$ cat src/design/rss_defs.svh
`ifndef RSS_DEFS_SVH
`define RSS_DEFS_SVH

// ==========================================================================
// Register byte offsets
`define RSS_OFF_UNIT      8'h00
`define RSS_OFF_SITE      8'h04
`define RSS_OFF_SRC_A     8'h08
`define RSS_OFF_SRC_B     8'h0C
`define RSS_OFF_A_FLOOR   8'h10
`define RSS_OFF_A_CEIL    8'h14
`define RSS_OFF_B_FLOOR   8'h18
`define RSS_OFF_B_CEIL    8'h1C
`define RSS_OFF_AI1_MIN   8'h20
`define RSS_OFF_AI1_MAX   8'h24
`define RSS_OFF_AI2_MIN   8'h28
`define RSS_OFF_AI2_MAX   8'h2C
`define RSS_OFF_MACRO     8'h30
`define RSS_OFF_FMAX      8'h34
`define RSS_OFF_STATUS    8'h38
`define RSS_OFF_OUTREF    8'h3C

// ==========================================================================
// Reset values
`define RSS_RST_UNIT      2'h1
`define RSS_RST_SITE      4'h6
`define RSS_RST_SRC_A     4'h1
`define RSS_RST_SRC_B     4'h2
`define RSS_RST_FLOOR     16'h0000
`define RSS_RST_A_CEIL    16'h01F4
`define RSS_RST_B_CEIL    16'h03E8
`define RSS_RST_AI_MIN    10'h000
`define RSS_RST_AI_MAX    10'h3FF
`define RSS_RST_FMAX      16'h01F4

// ==========================================================================
// Encodings
`define RSS_UNIT_HZ       2'h1
`define RSS_UNIT_PCT      2'h2
`define RSS_SITE_DI_LO    4'h1
`define RSS_SITE_DI_HI    4'h5
`define RSS_SITE_A        4'h6
`define RSS_SITE_B        4'h7
`define RSS_SITE_SERIAL   4'h8
`define RSS_SRC_AI1       4'h1
`define RSS_SRC_AI2       4'h2
`define RSS_SRC_PANEL     4'h3
`define RSS_SRC_UD_R      4'h5
`define RSS_SRC_UD_34     4'h6
`define RSS_SRC_UD_45     4'h7
`define RSS_SRC_SERIAL    4'h8
`define RSS_SRC_NC_R      4'hB
`define RSS_SRC_NC_34     4'hC
`define RSS_SRC_NC_45     4'hD
`define RSS_PCT_FULL      16'h03E8

// ==========================================================================
// Timing
`define RSS_CLK_MHZ       25
`define RSS_UD_STEP_US    100
`define RSS_UD_STEP_CYC   (`RSS_UD_STEP_US * `RSS_CLK_MHZ)

`endif

$ cat src/design/rss_pkg.sv
`include "rss_defs.svh"
`default_nettype none

package rss_pkg;

    typedef struct packed {
        logic [15:0] result;
    } rss_scale_st_t;

    typedef struct packed {
        logic        site_b;
    } rss_sel_st_t;

    typedef struct packed {
        logic [1:0]  unit;
        logic [3:0]  site;
        logic [3:0]  src_a;
        logic [3:0]  src_b;
        logic [15:0] a_floor;
        logic [15:0] a_ceil;
        logic [15:0] b_floor;
        logic [15:0] b_ceil;
        logic [9:0]  ai1_min;
        logic [9:0]  ai1_max;
        logic [9:0]  ai2_min;
        logic [9:0]  ai2_max;
        logic        macro;
        logic [15:0] fmax;
        logic [31:0] rdata;
        logic [15:0] ud;
        logic [11:0] tick;
        logic        prev_site_b;
        logic        prev_local;
        logic [15:0] last_raw;
        logic [15:0] freq;
        logic [15:0] proc;
        logic        proc_mode;
    } rss_main_st_t;

endpackage

`default_nettype wire

$ cat src/design/rss_scale_if.sv
`timescale 1ns/1ps
`default_nettype none

interface rss_scale_if;
    logic [9:0]  ai;
    logic [9:0]  ai_min;
    logic [9:0]  ai_max;
    logic [15:0] floor_v;
    logic [15:0] ceil_v;
    logic [15:0] result;

    modport user   (output ai, ai_min, ai_max, floor_v, ceil_v,
                    input  result);
    modport scaler (input  ai, ai_min, ai_max, floor_v, ceil_v,
                    output result);
endinterface

`default_nettype wire

$ cat src/design/rss_scaler.sv
`timescale 1ns/1ps
`default_nettype none
`include "rss_defs.svh"

module rss_scaler
(
    input  wire logic    sys_clk_i,
    input  wire logic    rstn_i,
    rss_scale_if.scaler  sc
);

    rss_pkg::rss_scale_st_t st_r;
    rss_pkg::rss_scale_st_t st_nxt;

    // ======================================================================
    // Linear map, input clamped to its own range
    function automatic logic [15:0] map_lin
    (
        input logic [9:0]  ai,
        input logic [9:0]  lo,
        input logic [9:0]  hi,
        input logic [15:0] fl,
        input logic [15:0] cl
    );
        logic signed [31:0] span;
        logic signed [31:0] q;
        span = $signed({16'h0000, cl}) - $signed({16'h0000, fl});
        q    = '0;
        if (ai <= lo)
        begin
            map_lin = fl;
        end
        else if (ai >= hi)
        begin
            map_lin = cl;
        end
        else
        begin
            // Span may be negative, giving a falling characteristic
            q = (span * $signed({22'h000000, 10'(ai - lo)}))
                / $signed({22'h000000, 10'(hi - lo)});
            map_lin = 16'($signed({16'h0000, fl}) + q);
        end
    endfunction

    always_comb
    begin
        st_nxt        = st_r;
        st_nxt.result = map_lin(sc.ai, sc.ai_min, sc.ai_max,
                                sc.floor_v, sc.ceil_v);
    end

    always_ff @(posedge sys_clk_i or negedge rstn_i)
    begin
        if (!rstn_i)
            st_r <= '0;
        else
            st_r <= st_nxt;
    end

    assign sc.result = st_r.result;
endmodule

`default_nettype wire

$ cat src/design/rss_site_sel.sv
`timescale 1ns/1ps
`default_nettype none
`include "rss_defs.svh"

module rss_site_sel
(
    input  wire logic       sys_clk_i,
    input  wire logic       rstn_i,
    input  wire logic [3:0] site_choice_i,
    input  wire logic [4:0] di_i,
    input  wire logic       serial_site_b_i,
    output logic            site_b_o
);

    rss_pkg::rss_sel_st_t st_r;
    rss_pkg::rss_sel_st_t st_nxt;

    always_comb
    begin
        st_nxt = st_r;
        if ((site_choice_i >= `RSS_SITE_DI_LO) &&
            (site_choice_i <= `RSS_SITE_DI_HI))
            st_nxt.site_b = di_i[3'(site_choice_i - `RSS_SITE_DI_LO)];
        else if (site_choice_i == `RSS_SITE_A)
            st_nxt.site_b = 1'b0;
        else if (site_choice_i == `RSS_SITE_B)
            st_nxt.site_b = 1'b1;
        else if (site_choice_i == `RSS_SITE_SERIAL)
            st_nxt.site_b = serial_site_b_i;
        else
            st_nxt.site_b = 1'b0;
    end

    always_ff @(posedge sys_clk_i or negedge rstn_i)
    begin
        if (!rstn_i)
            st_r <= '0;
        else
            st_r <= st_nxt;
    end

    assign site_b_o = st_r.site_b;

endmodule

`default_nettype wire

$ cat src/design/rss_ref_select.sv
`timescale 1ns/1ps
`default_nettype none
`include "rss_defs.svh"

module rss_ref_select
(
    input  wire logic        sys_clk_i,
    input  wire logic        rstn_i,
    input  wire logic [7:0]  reg_addr_i,
    input  wire logic [31:0] reg_wdata_i,
    input  wire logic        reg_wr_i,
    input  wire logic        reg_rd_i,
    output logic      [31:0] reg_rdata_o,
    input  wire logic        local_mode_i,
    input  wire logic [15:0] panel_ref_i,
    input  wire logic [15:0] serial_ref_i,
    input  wire logic        serial_site_b_i,
    input  wire logic [4:0]  di_i,
    input  wire logic [9:0]  ai1_i,
    input  wire logic [9:0]  ai2_i,
    output logic             site_b_o,
    output logic      [15:0] freq_ref_o,
    output logic      [15:0] process_ref_o,
    output logic             process_mode_o
);

    rss_pkg::rss_main_st_t st_r;
    rss_pkg::rss_main_st_t st_nxt;

    rss_scale_if sca ();
    rss_scale_if scb ();

    logic        site_b;
    logic [15:0] ref_a_raw;
    logic [15:0] ref_b_raw;
    logic [15:0] act_raw;
    logic [3:0]  act_src;
    logic [15:0] act_floor;
    logic [15:0] act_ceil;
    logic        ud_up;
    logic        ud_down;
    logic        copy_evt;
    logic        tick_hit;

    // ======================================================================
    // Helpers
    function automatic logic is_ud(input logic [3:0] s);
        is_ud = (s == `RSS_SRC_UD_R) || (s == `RSS_SRC_UD_34) ||
                (s == `RSS_SRC_UD_45) || (s == `RSS_SRC_NC_R) ||
                (s == `RSS_SRC_NC_34) || (s == `RSS_SRC_NC_45);
    endfunction

    function automatic logic is_nc(input logic [3:0] s);
        is_nc = (s == `RSS_SRC_NC_R) || (s == `RSS_SRC_NC_34) ||
                (s == `RSS_SRC_NC_45);
    endfunction

    function automatic logic [15:0] pct_to_hz
    (
        input logic [15:0] v,
        input logic [15:0] f
    );
        logic [31:0] p;
        p = {16'h0000, v} * {16'h0000, f};
        pct_to_hz = 16'(p / {16'h0000, `RSS_PCT_FULL});
    endfunction

    function automatic logic [15:0] pick_src
    (
        input logic [3:0]  s,
        input logic [15:0] ai_v,
        input logic [15:0] ud_v,
        input logic [15:0] pnl,
        input logic [15:0] ser
    );
        if ((s == `RSS_SRC_AI1) || (s == `RSS_SRC_AI2))
            pick_src = ai_v;
        else if (s == `RSS_SRC_PANEL)
            pick_src = pnl;
        else if (s == `RSS_SRC_SERIAL)
            pick_src = ser;
        else if (is_ud(s))
            pick_src = ud_v;
        else
            pick_src = 16'h0000;
    endfunction

    // ======================================================================
    // Site selection and scaling
    rss_site_sel u_site
    (
        .sys_clk_i       (sys_clk_i),
        .rstn_i          (rstn_i),
        .site_choice_i   (st_r.site),
        .di_i            (di_i),
        .serial_site_b_i (serial_site_b_i),
        .site_b_o        (site_b)
    );

    // Each scaler takes the range of whichever analog input feeds it
    assign sca.ai      = (st_r.src_a == `RSS_SRC_AI2) ? ai2_i
                                                       : ai1_i;
    assign sca.ai_min  = (st_r.src_a == `RSS_SRC_AI2) ? st_r.ai2_min
                                                       : st_r.ai1_min;
    assign sca.ai_max  = (st_r.src_a == `RSS_SRC_AI2) ? st_r.ai2_max
                                                       : st_r.ai1_max;
    assign sca.floor_v = st_r.a_floor;
    assign sca.ceil_v  = st_r.a_ceil;
    assign scb.ai      = (st_r.src_b == `RSS_SRC_AI2) ? ai2_i
                                                       : ai1_i;
    assign scb.ai_min  = (st_r.src_b == `RSS_SRC_AI2) ? st_r.ai2_min
                                                       : st_r.ai1_min;
    assign scb.ai_max  = (st_r.src_b == `RSS_SRC_AI2) ? st_r.ai2_max
                                                       : st_r.ai1_max;
    assign scb.floor_v = st_r.b_floor;
    assign scb.ceil_v  = st_r.b_ceil;

    rss_scaler u_scale_a
    (
        .sys_clk_i (sys_clk_i),
        .rstn_i    (rstn_i),
        .sc        (sca)
    );

    rss_scaler u_scale_b
    (
        .sys_clk_i (sys_clk_i),
        .rstn_i    (rstn_i),
        .sc        (scb)
    );

    // ======================================================================
    // Source values and up/down control
    assign ref_a_raw = pick_src(st_r.src_a, sca.result, st_r.ud,
                                panel_ref_i, serial_ref_i);
    assign ref_b_raw = pick_src(st_r.src_b, scb.result, st_r.ud,
                                panel_ref_i, serial_ref_i);
    assign act_src   = local_mode_i ? 4'h0
                     : (site_b ? st_r.src_b : st_r.src_a);
    assign act_floor = site_b ? st_r.b_floor : st_r.a_floor;
    assign act_ceil  = site_b ? st_r.b_ceil : st_r.a_ceil;
    assign act_raw   = local_mode_i ? panel_ref_i
                     : (site_b ? ref_b_raw : ref_a_raw);
    assign ud_up     = ((act_src == `RSS_SRC_UD_45) ||
                        (act_src == `RSS_SRC_NC_45)) ? di_i[3] : di_i[2];
    assign ud_down   = ((act_src == `RSS_SRC_UD_45) ||
                        (act_src == `RSS_SRC_NC_45)) ? di_i[4] : di_i[3];
    assign copy_evt  = !local_mode_i &&
                       ((site_b != st_r.prev_site_b) || st_r.prev_local);
    assign tick_hit  = st_r.tick == 12'(`RSS_UD_STEP_CYC - 1);

    // ======================================================================
    // Next state
    always_comb
    begin
        st_nxt       = st_r;
        st_nxt.rdata = 32'h0000_0000;
        if (reg_wr_i)
        begin
            case (reg_addr_i)
                `RSS_OFF_UNIT:    st_nxt.unit    = reg_wdata_i[1:0];
                `RSS_OFF_SITE:    st_nxt.site    = reg_wdata_i[3:0];
                `RSS_OFF_SRC_A:   st_nxt.src_a   = reg_wdata_i[3:0];
                `RSS_OFF_SRC_B:   st_nxt.src_b   = reg_wdata_i[3:0];
                `RSS_OFF_A_FLOOR: st_nxt.a_floor = reg_wdata_i[15:0];
                `RSS_OFF_A_CEIL:  st_nxt.a_ceil  = reg_wdata_i[15:0];
                `RSS_OFF_B_FLOOR: st_nxt.b_floor = reg_wdata_i[15:0];
                `RSS_OFF_B_CEIL:  st_nxt.b_ceil  = reg_wdata_i[15:0];
                `RSS_OFF_AI1_MIN: st_nxt.ai1_min = reg_wdata_i[9:0];
                `RSS_OFF_AI1_MAX: st_nxt.ai1_max = reg_wdata_i[9:0];
                `RSS_OFF_AI2_MIN: st_nxt.ai2_min = reg_wdata_i[9:0];
                `RSS_OFF_AI2_MAX: st_nxt.ai2_max = reg_wdata_i[9:0];
                `RSS_OFF_MACRO:   st_nxt.macro   = reg_wdata_i[0];
                `RSS_OFF_FMAX:    st_nxt.fmax    = reg_wdata_i[15:0];
                default:          st_nxt.unit    = st_r.unit;
            endcase
        end
        if (reg_rd_i)
        begin
            case (reg_addr_i)
                `RSS_OFF_UNIT:    st_nxt.rdata = 32'(st_r.unit);
                `RSS_OFF_SITE:    st_nxt.rdata = 32'(st_r.site);
                `RSS_OFF_SRC_A:   st_nxt.rdata = 32'(st_r.src_a);
                `RSS_OFF_SRC_B:   st_nxt.rdata = 32'(st_r.src_b);
                `RSS_OFF_A_FLOOR: st_nxt.rdata = 32'(st_r.a_floor);
                `RSS_OFF_A_CEIL:  st_nxt.rdata = 32'(st_r.a_ceil);
                `RSS_OFF_B_FLOOR: st_nxt.rdata = 32'(st_r.b_floor);
                `RSS_OFF_B_CEIL:  st_nxt.rdata = 32'(st_r.b_ceil);
                `RSS_OFF_AI1_MIN: st_nxt.rdata = 32'(st_r.ai1_min);
                `RSS_OFF_AI1_MAX: st_nxt.rdata = 32'(st_r.ai1_max);
                `RSS_OFF_AI2_MIN: st_nxt.rdata = 32'(st_r.ai2_min);
                `RSS_OFF_AI2_MAX: st_nxt.rdata = 32'(st_r.ai2_max);
                `RSS_OFF_MACRO:   st_nxt.rdata = 32'(st_r.macro);
                `RSS_OFF_FMAX:    st_nxt.rdata = 32'(st_r.fmax);
                `RSS_OFF_STATUS:  st_nxt.rdata = 32'({st_r.proc_mode,
                                                      local_mode_i,
                                                      site_b});
                `RSS_OFF_OUTREF:  st_nxt.rdata = {st_r.proc, st_r.freq};
                default:          st_nxt.rdata = 32'h0000_0000;
            endcase
        end

        // Step timer paces the up/down ramp at one count per 2500 clocks (100 us at 25 MHz)
        st_nxt.tick = tick_hit ? 12'h000 : 12'(st_r.tick + 12'h001);
        if (copy_evt && is_ud(act_src) && !is_nc(act_src))
        begin
            // Bumpless takeover: start from the last active value
            st_nxt.ud = st_r.last_raw;
        end
        else if (tick_hit && is_ud(act_src))
        begin
            if (ud_up && !ud_down && (st_r.ud < act_ceil))
                st_nxt.ud = 16'(st_r.ud + 16'h0001);
            else if (ud_down && !ud_up && (st_r.ud > act_floor))
                st_nxt.ud = 16'(st_r.ud - 16'h0001);
        end

        st_nxt.proc_mode = 1'b0;
        st_nxt.proc      = 16'h0000;
        if (local_mode_i && (st_r.unit != `RSS_UNIT_PCT))
        begin
            st_nxt.freq = panel_ref_i;
        end
        else if (local_mode_i || site_b)
        begin
            if (st_r.macro)
            begin
                // Speed stays zero while the process loop owns it
                st_nxt.proc_mode = 1'b1;
                st_nxt.proc      = act_raw;
                st_nxt.freq      = 16'h0000;
            end
            else
            begin
                st_nxt.freq = pct_to_hz(act_raw,
                                        st_r.fmax);
            end
        end
        else
        begin
            st_nxt.freq = ref_a_raw;
        end
        st_nxt.last_raw    = act_raw;
        st_nxt.prev_site_b = site_b;
        st_nxt.prev_local  = local_mode_i;
    end

    always_ff @(posedge sys_clk_i or negedge rstn_i)
    begin
        if (!rstn_i)
        begin
            st_r         <= '0;
            st_r.unit    <= `RSS_RST_UNIT;
            st_r.site    <= `RSS_RST_SITE;
            st_r.src_a   <= `RSS_RST_SRC_A;
            st_r.src_b   <= `RSS_RST_SRC_B;
            st_r.a_floor <= `RSS_RST_FLOOR;
            st_r.a_ceil  <= `RSS_RST_A_CEIL;
            st_r.b_floor <= `RSS_RST_FLOOR;
            st_r.b_ceil  <= `RSS_RST_B_CEIL;
            st_r.ai1_min <= `RSS_RST_AI_MIN;
            st_r.ai1_max <= `RSS_RST_AI_MAX;
            st_r.ai2_min <= `RSS_RST_AI_MIN;
            st_r.ai2_max <= `RSS_RST_AI_MAX;
            st_r.fmax    <= `RSS_RST_FMAX;
        end
        else
        begin
            st_r <= st_nxt;
        end
    end

    assign reg_rdata_o    = st_r.rdata;
    assign site_b_o       = site_b;
    assign freq_ref_o     = st_r.freq;
    assign process_ref_o  = st_r.proc;
    assign process_mode_o = st_r.proc_mode;
endmodule

`default_nettype wire

$ cat config.mk
export PLATFORM = sky130hd
export DESIGN_NAME = rss_ref_select
export DESIGN_NICKNAME = d
export VERILOG_FILES = /design/src/design/rss_pkg.sv /design/src/design/rss_scale_if.sv /design/src/design/rss_scaler.sv /design/src/design/rss_site_sel.sv /design/src/design/rss_ref_select.sv
export VERILOG_INCLUDE_DIRS = /design/src /design/src/design
export SDC_FILE = /design/constraint.sdc
export NUM_CORES = 2
export LEC_CHECK = 0
export BUFFER_PORTS_ARGS = -buffer_cell sky130_fd_sc_hd__buf_4
export CORE_MARGIN = 8
export CORE_UTILIZATION = 45
export CTS_BUF_LIST = sky130_fd_sc_hd__clkbuf_4
export DETAILED_ROUTE_END_ITERATION = 12
export SLEW_MARGIN = 0
export SYNTH_ARGS = -nofsm -noshare
export SYNTH_HDL_FRONTEND = slang
export SYNTH_HIERARCHICAL = 1
export SYNTH_SLANG_ARGS = --single-unit
$ cat constraint.sdc
create_clock -name sys_clk_i -period 192.7 [get_ports sys_clk_i]
set_input_delay 28.905 -clock sys_clk_i [delete_from_list [all_inputs] [get_ports sys_clk_i]]
set_output_delay 28.905 -clock sys_clk_i [all_outputs]
set_load 0.01 [all_outputs]
=== Yosys cells after proc, flatten, opt, wreduce, memory -nomap -nowiden ===
Index checks and enable logic that the tools add are counted.

* Divide/modulo/power cells: 3
* Eq/ne operators: 47
* Reduce and logical (&&, ||, !) cells: 54
* Order comparisons: 9
* $add $sub $neg: 12
* Muxes and demuxes: 45
* Multipliers: 3

{| class="wikitable"
|+ Operator list
! kind !! count
|-
| $pmux W32 S16 || 1
|-
| $mux W16 || 23
|-
| $div A32 B11 Y32 || 2
|-
| $eq A8 B6 Y1 const B || 8
|-
| $mul A32 B11 Y32 || 2
|-
| $mux W10 || 6
|-
| $mux W17 || 3
|-
| $eq A4 B4 Y1 const B || 12
|-
| $eq A4 B3 Y1 const B || 11
|-
| $sub A10 B10 Y10 || 4
|-
| $sub A16 B16 Y17 || 2
|-
| $add A16 B16 Y16 || 2
|-
| $div A32 B10 Y32 const B || 1
|-
| $eq A8 B5 Y1 const B || 4
|-
| $mul A16 B16 Y32 || 1
|-
| $mux W32 || 1
|-
| $reduce_and A2 Y1 || 15
|-
| $logic_or A1 B1 Y1 || 22
|-
| $ge A10 B10 Y1 || 2
|-
| $le A10 B10 Y1 || 2
|-
| $add A16 B1 Y16 const B || 1
|-
| $eq A4 B2 Y1 const B || 4
|-
| $eq A8 B4 Y1 const B || 2
|-
| $gt A16 B16 Y1 || 1
|-
| other kinds (21) || 41
|}

* Word-level logic and storage cells: 199
* Flip-flop bits (word level): 279
* Input bits: 103
* Output and inout bits: 66

=== Longest topological paths before layout ===
* Depth in word-level cells: 17
* Mapped depth: 530
* Depth with buffers taken out: 489

=== By module ===
Netlist, hierarchy kept.

{| class="wikitable"
|+ Modules (own cells, without submodules)
! module !! area an instance (um2) !! instances !! cells an instance !! sequential area each (um2)
|-
| rss_scaler at u_scale_a || 30810.8 || 1 || 4215 || 400.4
|-
| rss_scaler at u_scale_b || 30235.2 || 1 || 4130 || 400.4
|-
| rss_ref_select || 30172.7 || 1 || 3450 || 6209.7
|-
| rss_site_sel || 182.7 || 1 || 19 || 25.0
|}

=== Worst setup path before layout ===
Ideal clock, no wire load.

* Kind: in2reg
* Start point: input port ai2_i[1]
* End point: register u_scale_b.st_r (netlist bit u_scale_b/sc.result[15])
* Data arrival time: 124.653 ns
* Path buffers: 49
* Stages on the path: 504
* Slack: 67.961 ns
* Cells stage by stage: mux2_2 ha_1 nor2b_1 o21ai_0 nand2b_1 a21o_1 a21o_1 a21o_1 a21o_1 a21o_1 a21oi_1 xor2_1 clkbuf_1 nor2_1 ha_1 inv_1 fa_1 inv_1 [468 not listed] a21o_1 a21o_1 a21oi_1 o21bai_1 a21oi_1 o21bai_1 a21oi_1 o21bai_1 a21oi_1 o21bai_1 a21oi_1 o21bai_1 a21oi_1 xnor2_1 xnor2_1 or4_1 a311o_1 o211ai_1

{| class="wikitable"
|+ RTL lines
! what !! RTL line !! text
|-
| from (decl) || rss_ref_select.sv:20 || <nowiki>input wire logic [9:0] ai2_i,</nowiki>
|-
| to (signal assigned) || rss_scaler.sv:58 || <nowiki>st_r <= st_nxt;</nowiki>
|-
| to (decl) || rss_scaler.sv:12 || <nowiki>rss_pkg::rss_scale_st_t st_r;</nowiki>
|}

==> qor.yml <==
die_h_um: 467
synth_cell_types: 183
startpoint_type: "input port"
ios: 169
die_area_um2: 218000
cts_buffers: 75
cts_tree: "built"
yosys.area.top_type: "ha_1"
fin_worst_skew_ns: 0.0623
final_cell_mix: "nand2_1, nor2_1, ha_1, inv_1, a21oi_1"
drt-wirelength-per-cell_um: 21.1
slew_headroom: 0.121
status: "finished clean"
setup_viol: 0
post_cts_resized: 0
area_delta_synth_final_pct: 4.91
core-area_um2: 202000
cpPeakStageDelay_ns: 0.88
worst_pin_slew_ns: 1.32
cp_max_fo: 26
crit_top_cell: "o21a_1"
clk_pin_slew_ns: 0.07
tns_ns: 0
h-tree-depth: 3
hold_viol: 0
hold_class: "flip-flop to flip-flop"
post_cts.repair.setup_buffers: 0
grt_start_max_net_pins: 103
gp_congestion: 0.960
rsz0062_at_grt: "false"
critical_path_class: "input port to flip-flop"
postRouteAntennaNets: 0
num_vias: 90100
ctsHoldBuffers: 0
synth_compound_area_frac: 0.260
max_freq_mhz: 7.22
ys_ff_latch: 279
slew_violations: 0
clk_latency_ns: 0.82
clock_sinks: 279
globalRouteOverflowTotal: 0
synth_ff_type: "dfrtp_1"
cp-end-kind: "flip-flop"
drive_gt1_frac: 0.104
ys_seq_area_frac: 0.0770
clockBufferDepth: 3
mostFrequentLayoutCell: "nand2_1"
synth-edff-count: 0
synth_xor_xnor_area_share: 0.0639
grt_pass1_wl_mm: 481
worstReg2RegStart: "st_r[234]$_DFFE_PN0P_"
synth_top_family_by_area: "compound AO/OA/AOI/OAI gates"
fp.dieW_um: 467
yosys.area.top_type_share: 0.131
drt_iter0_markers: 7081
synthTopCellsByArea: "ha_1, fa_1, dfrtp_1, nand2_1, nor2_1"
initial_core_util: 0.452
layout.nets: 13300
synthAdderAreaFrac: 0.244
synth_area_per_cell_um2: 7.74
hold_start: "st_r[38]$_DFF_PN0_"
first_pass_iters: 6
yosys.area_share.simple: 0.238
ys_async_sr_fraction: 1.00
fin_crit_sh: 0.719
required_ns: 193.36
cts-root-buf: "clkbuf_4"
grtUsageTotal: 0.268
syn_inst: 11800
dpl.hpwl_mm: 249
slowest_stage: "xor2_1"
routed_wl_mm: 305
startpoint: "ai1_i[1]"
maxCapViolCount: 0
drc: 0
viasPerCell: 6.22
layout_min_cycle_time_ns: 138.59
port_buffers: 152
synthMuxAreaShare: 0.0556
rows: 165
syn-cell-area_um2: 91400
crit_arrival_ns: 139.26
antenna_found_initial: 15
grt_pass1_vias: 87000
yosysWarningCount: 6
==> synth_stat cells, types with 128 or more instances <==
library cell	number
and2_1	263
xnor2_1	420
nand4_1	131
o31ai_1	197
or3_1	128
a21oi_1	647
fa_1	509
xor2_1	226
o21a_1	415
mux2_2	307
nand3_1	237
mux2i_1	141
inv_1	892
a31oi_1	132
nor3_1	567
nand2b_1	131
nand2_1	1070
ha_1	957
nor2_1	1028
a21o_1	265
o21ai_0	384
clkbuf_1	237
dfrtp_1	236
==> state kept, by name (all words and copies together), names as in the netlist <==
register             cells
sca.ceil_v              16
process_ref_o           16
process_mode_o           1
scb.ceil_v              16
reg_rdata_o             32
u_site/site_b_o          1
u_scale_b/sc.result     16
u_scale_a/sc.result     16
scb.floor_v             16
sca.floor_v             16
st_r                   117
freq_ref_o              16
==> metal layers <==
layer  wire length [um]  GRT usage  vias to the layer above
met5                  0          0                        -
met2             141000      0.449                     2716
met4              11600     0.0932                        0
met3              18300     0.0347                      481
li1                   -          -                    43000
met1             135000      0.355                    43900
==> critical path: cells and delay by family <==
kind,cells,cell delay [ns]
AO/OA/AOI/OAI,266,58.42
AND/OR/NAND/NOR,125,31.70
adder cells (fa/ha/maj),37,12.12
buffers and inverters,25,3.67
multiplexers,8,2.67
XOR/XNOR,4,1.47
==> through the flow <==
| stage | instances | area (um2) | utilization | worst slack, ns | hold WS, ns |
|---|---|---|---|---|---|
| 2_1_floorplan | 11800 | 91400 | - | 67.96 | 0.433 |
| 3_3_place_gp | 14300 | 94800 | 0.469 | 56.21 | 0.465 |
| 3_5_place_dp | 14300 | 94800 | 0.469 | 54.56 | 0.472 |
| 4_1_cts | 14500 | 95900 | 0.474 | 55.06 | 0.465 |
| 5_1_grt | 14500 | 95900 | 0.474 | 45.66 | 0.497 |
| 6_report | 14500 | 95900 | 0.474 | 54.11 | 0.477 |
==> final timing paths <==
kind                       cells past startpoint  slack (ns)                                 to
max in group asynchronous                      3      162.54              st_r[140]$_DFFE_PN0P_
min reg2reg                                    2        0.48               st_r[68]$_DFFE_PN0P_
min                                            2        0.48               st_r[68]$_DFFE_PN0P_
max                                          465       54.11  u_scale_b/sc.result[15]$_DFF_PN0_
max reg2reg                                  469       80.79  u_scale_b/sc.result[15]$_DFF_PN0_
min in group asynchronous                      1       28.17        process_ref_o[11]$_DFF_PN0_
==> layout make-up <==
class	instances	area, um2
Clock buffer	115	863
Sequential cell	279	7040
Timing Repair Buffer	278	2090
Inverter	904	3400
Fill cell	20100	106000
Tap cell	2672	3340
Multi-Input combinational cell	10200	79000
Clock inverter	20	166
Antenna cell	12	30.0
==> kinds of logic after synthesis <==
| family | Yosys count |
|---|---|
| XOR/XNOR | 656 |
| multiplexers | 463 |
| buffers and inverters | 1340 |
| AND/OR/NAND/NOR | 4302 |
| adder cells (fa/ha/maj) | 1476 |
| AO/OA/AOI/OAI | 3296 |
| flip-flops | 279 |
| other | 2 |
Power is left out: the tool's default activity adds up to more than one toggle a clock period on the data nets, which glitch-free logic cannot reach.
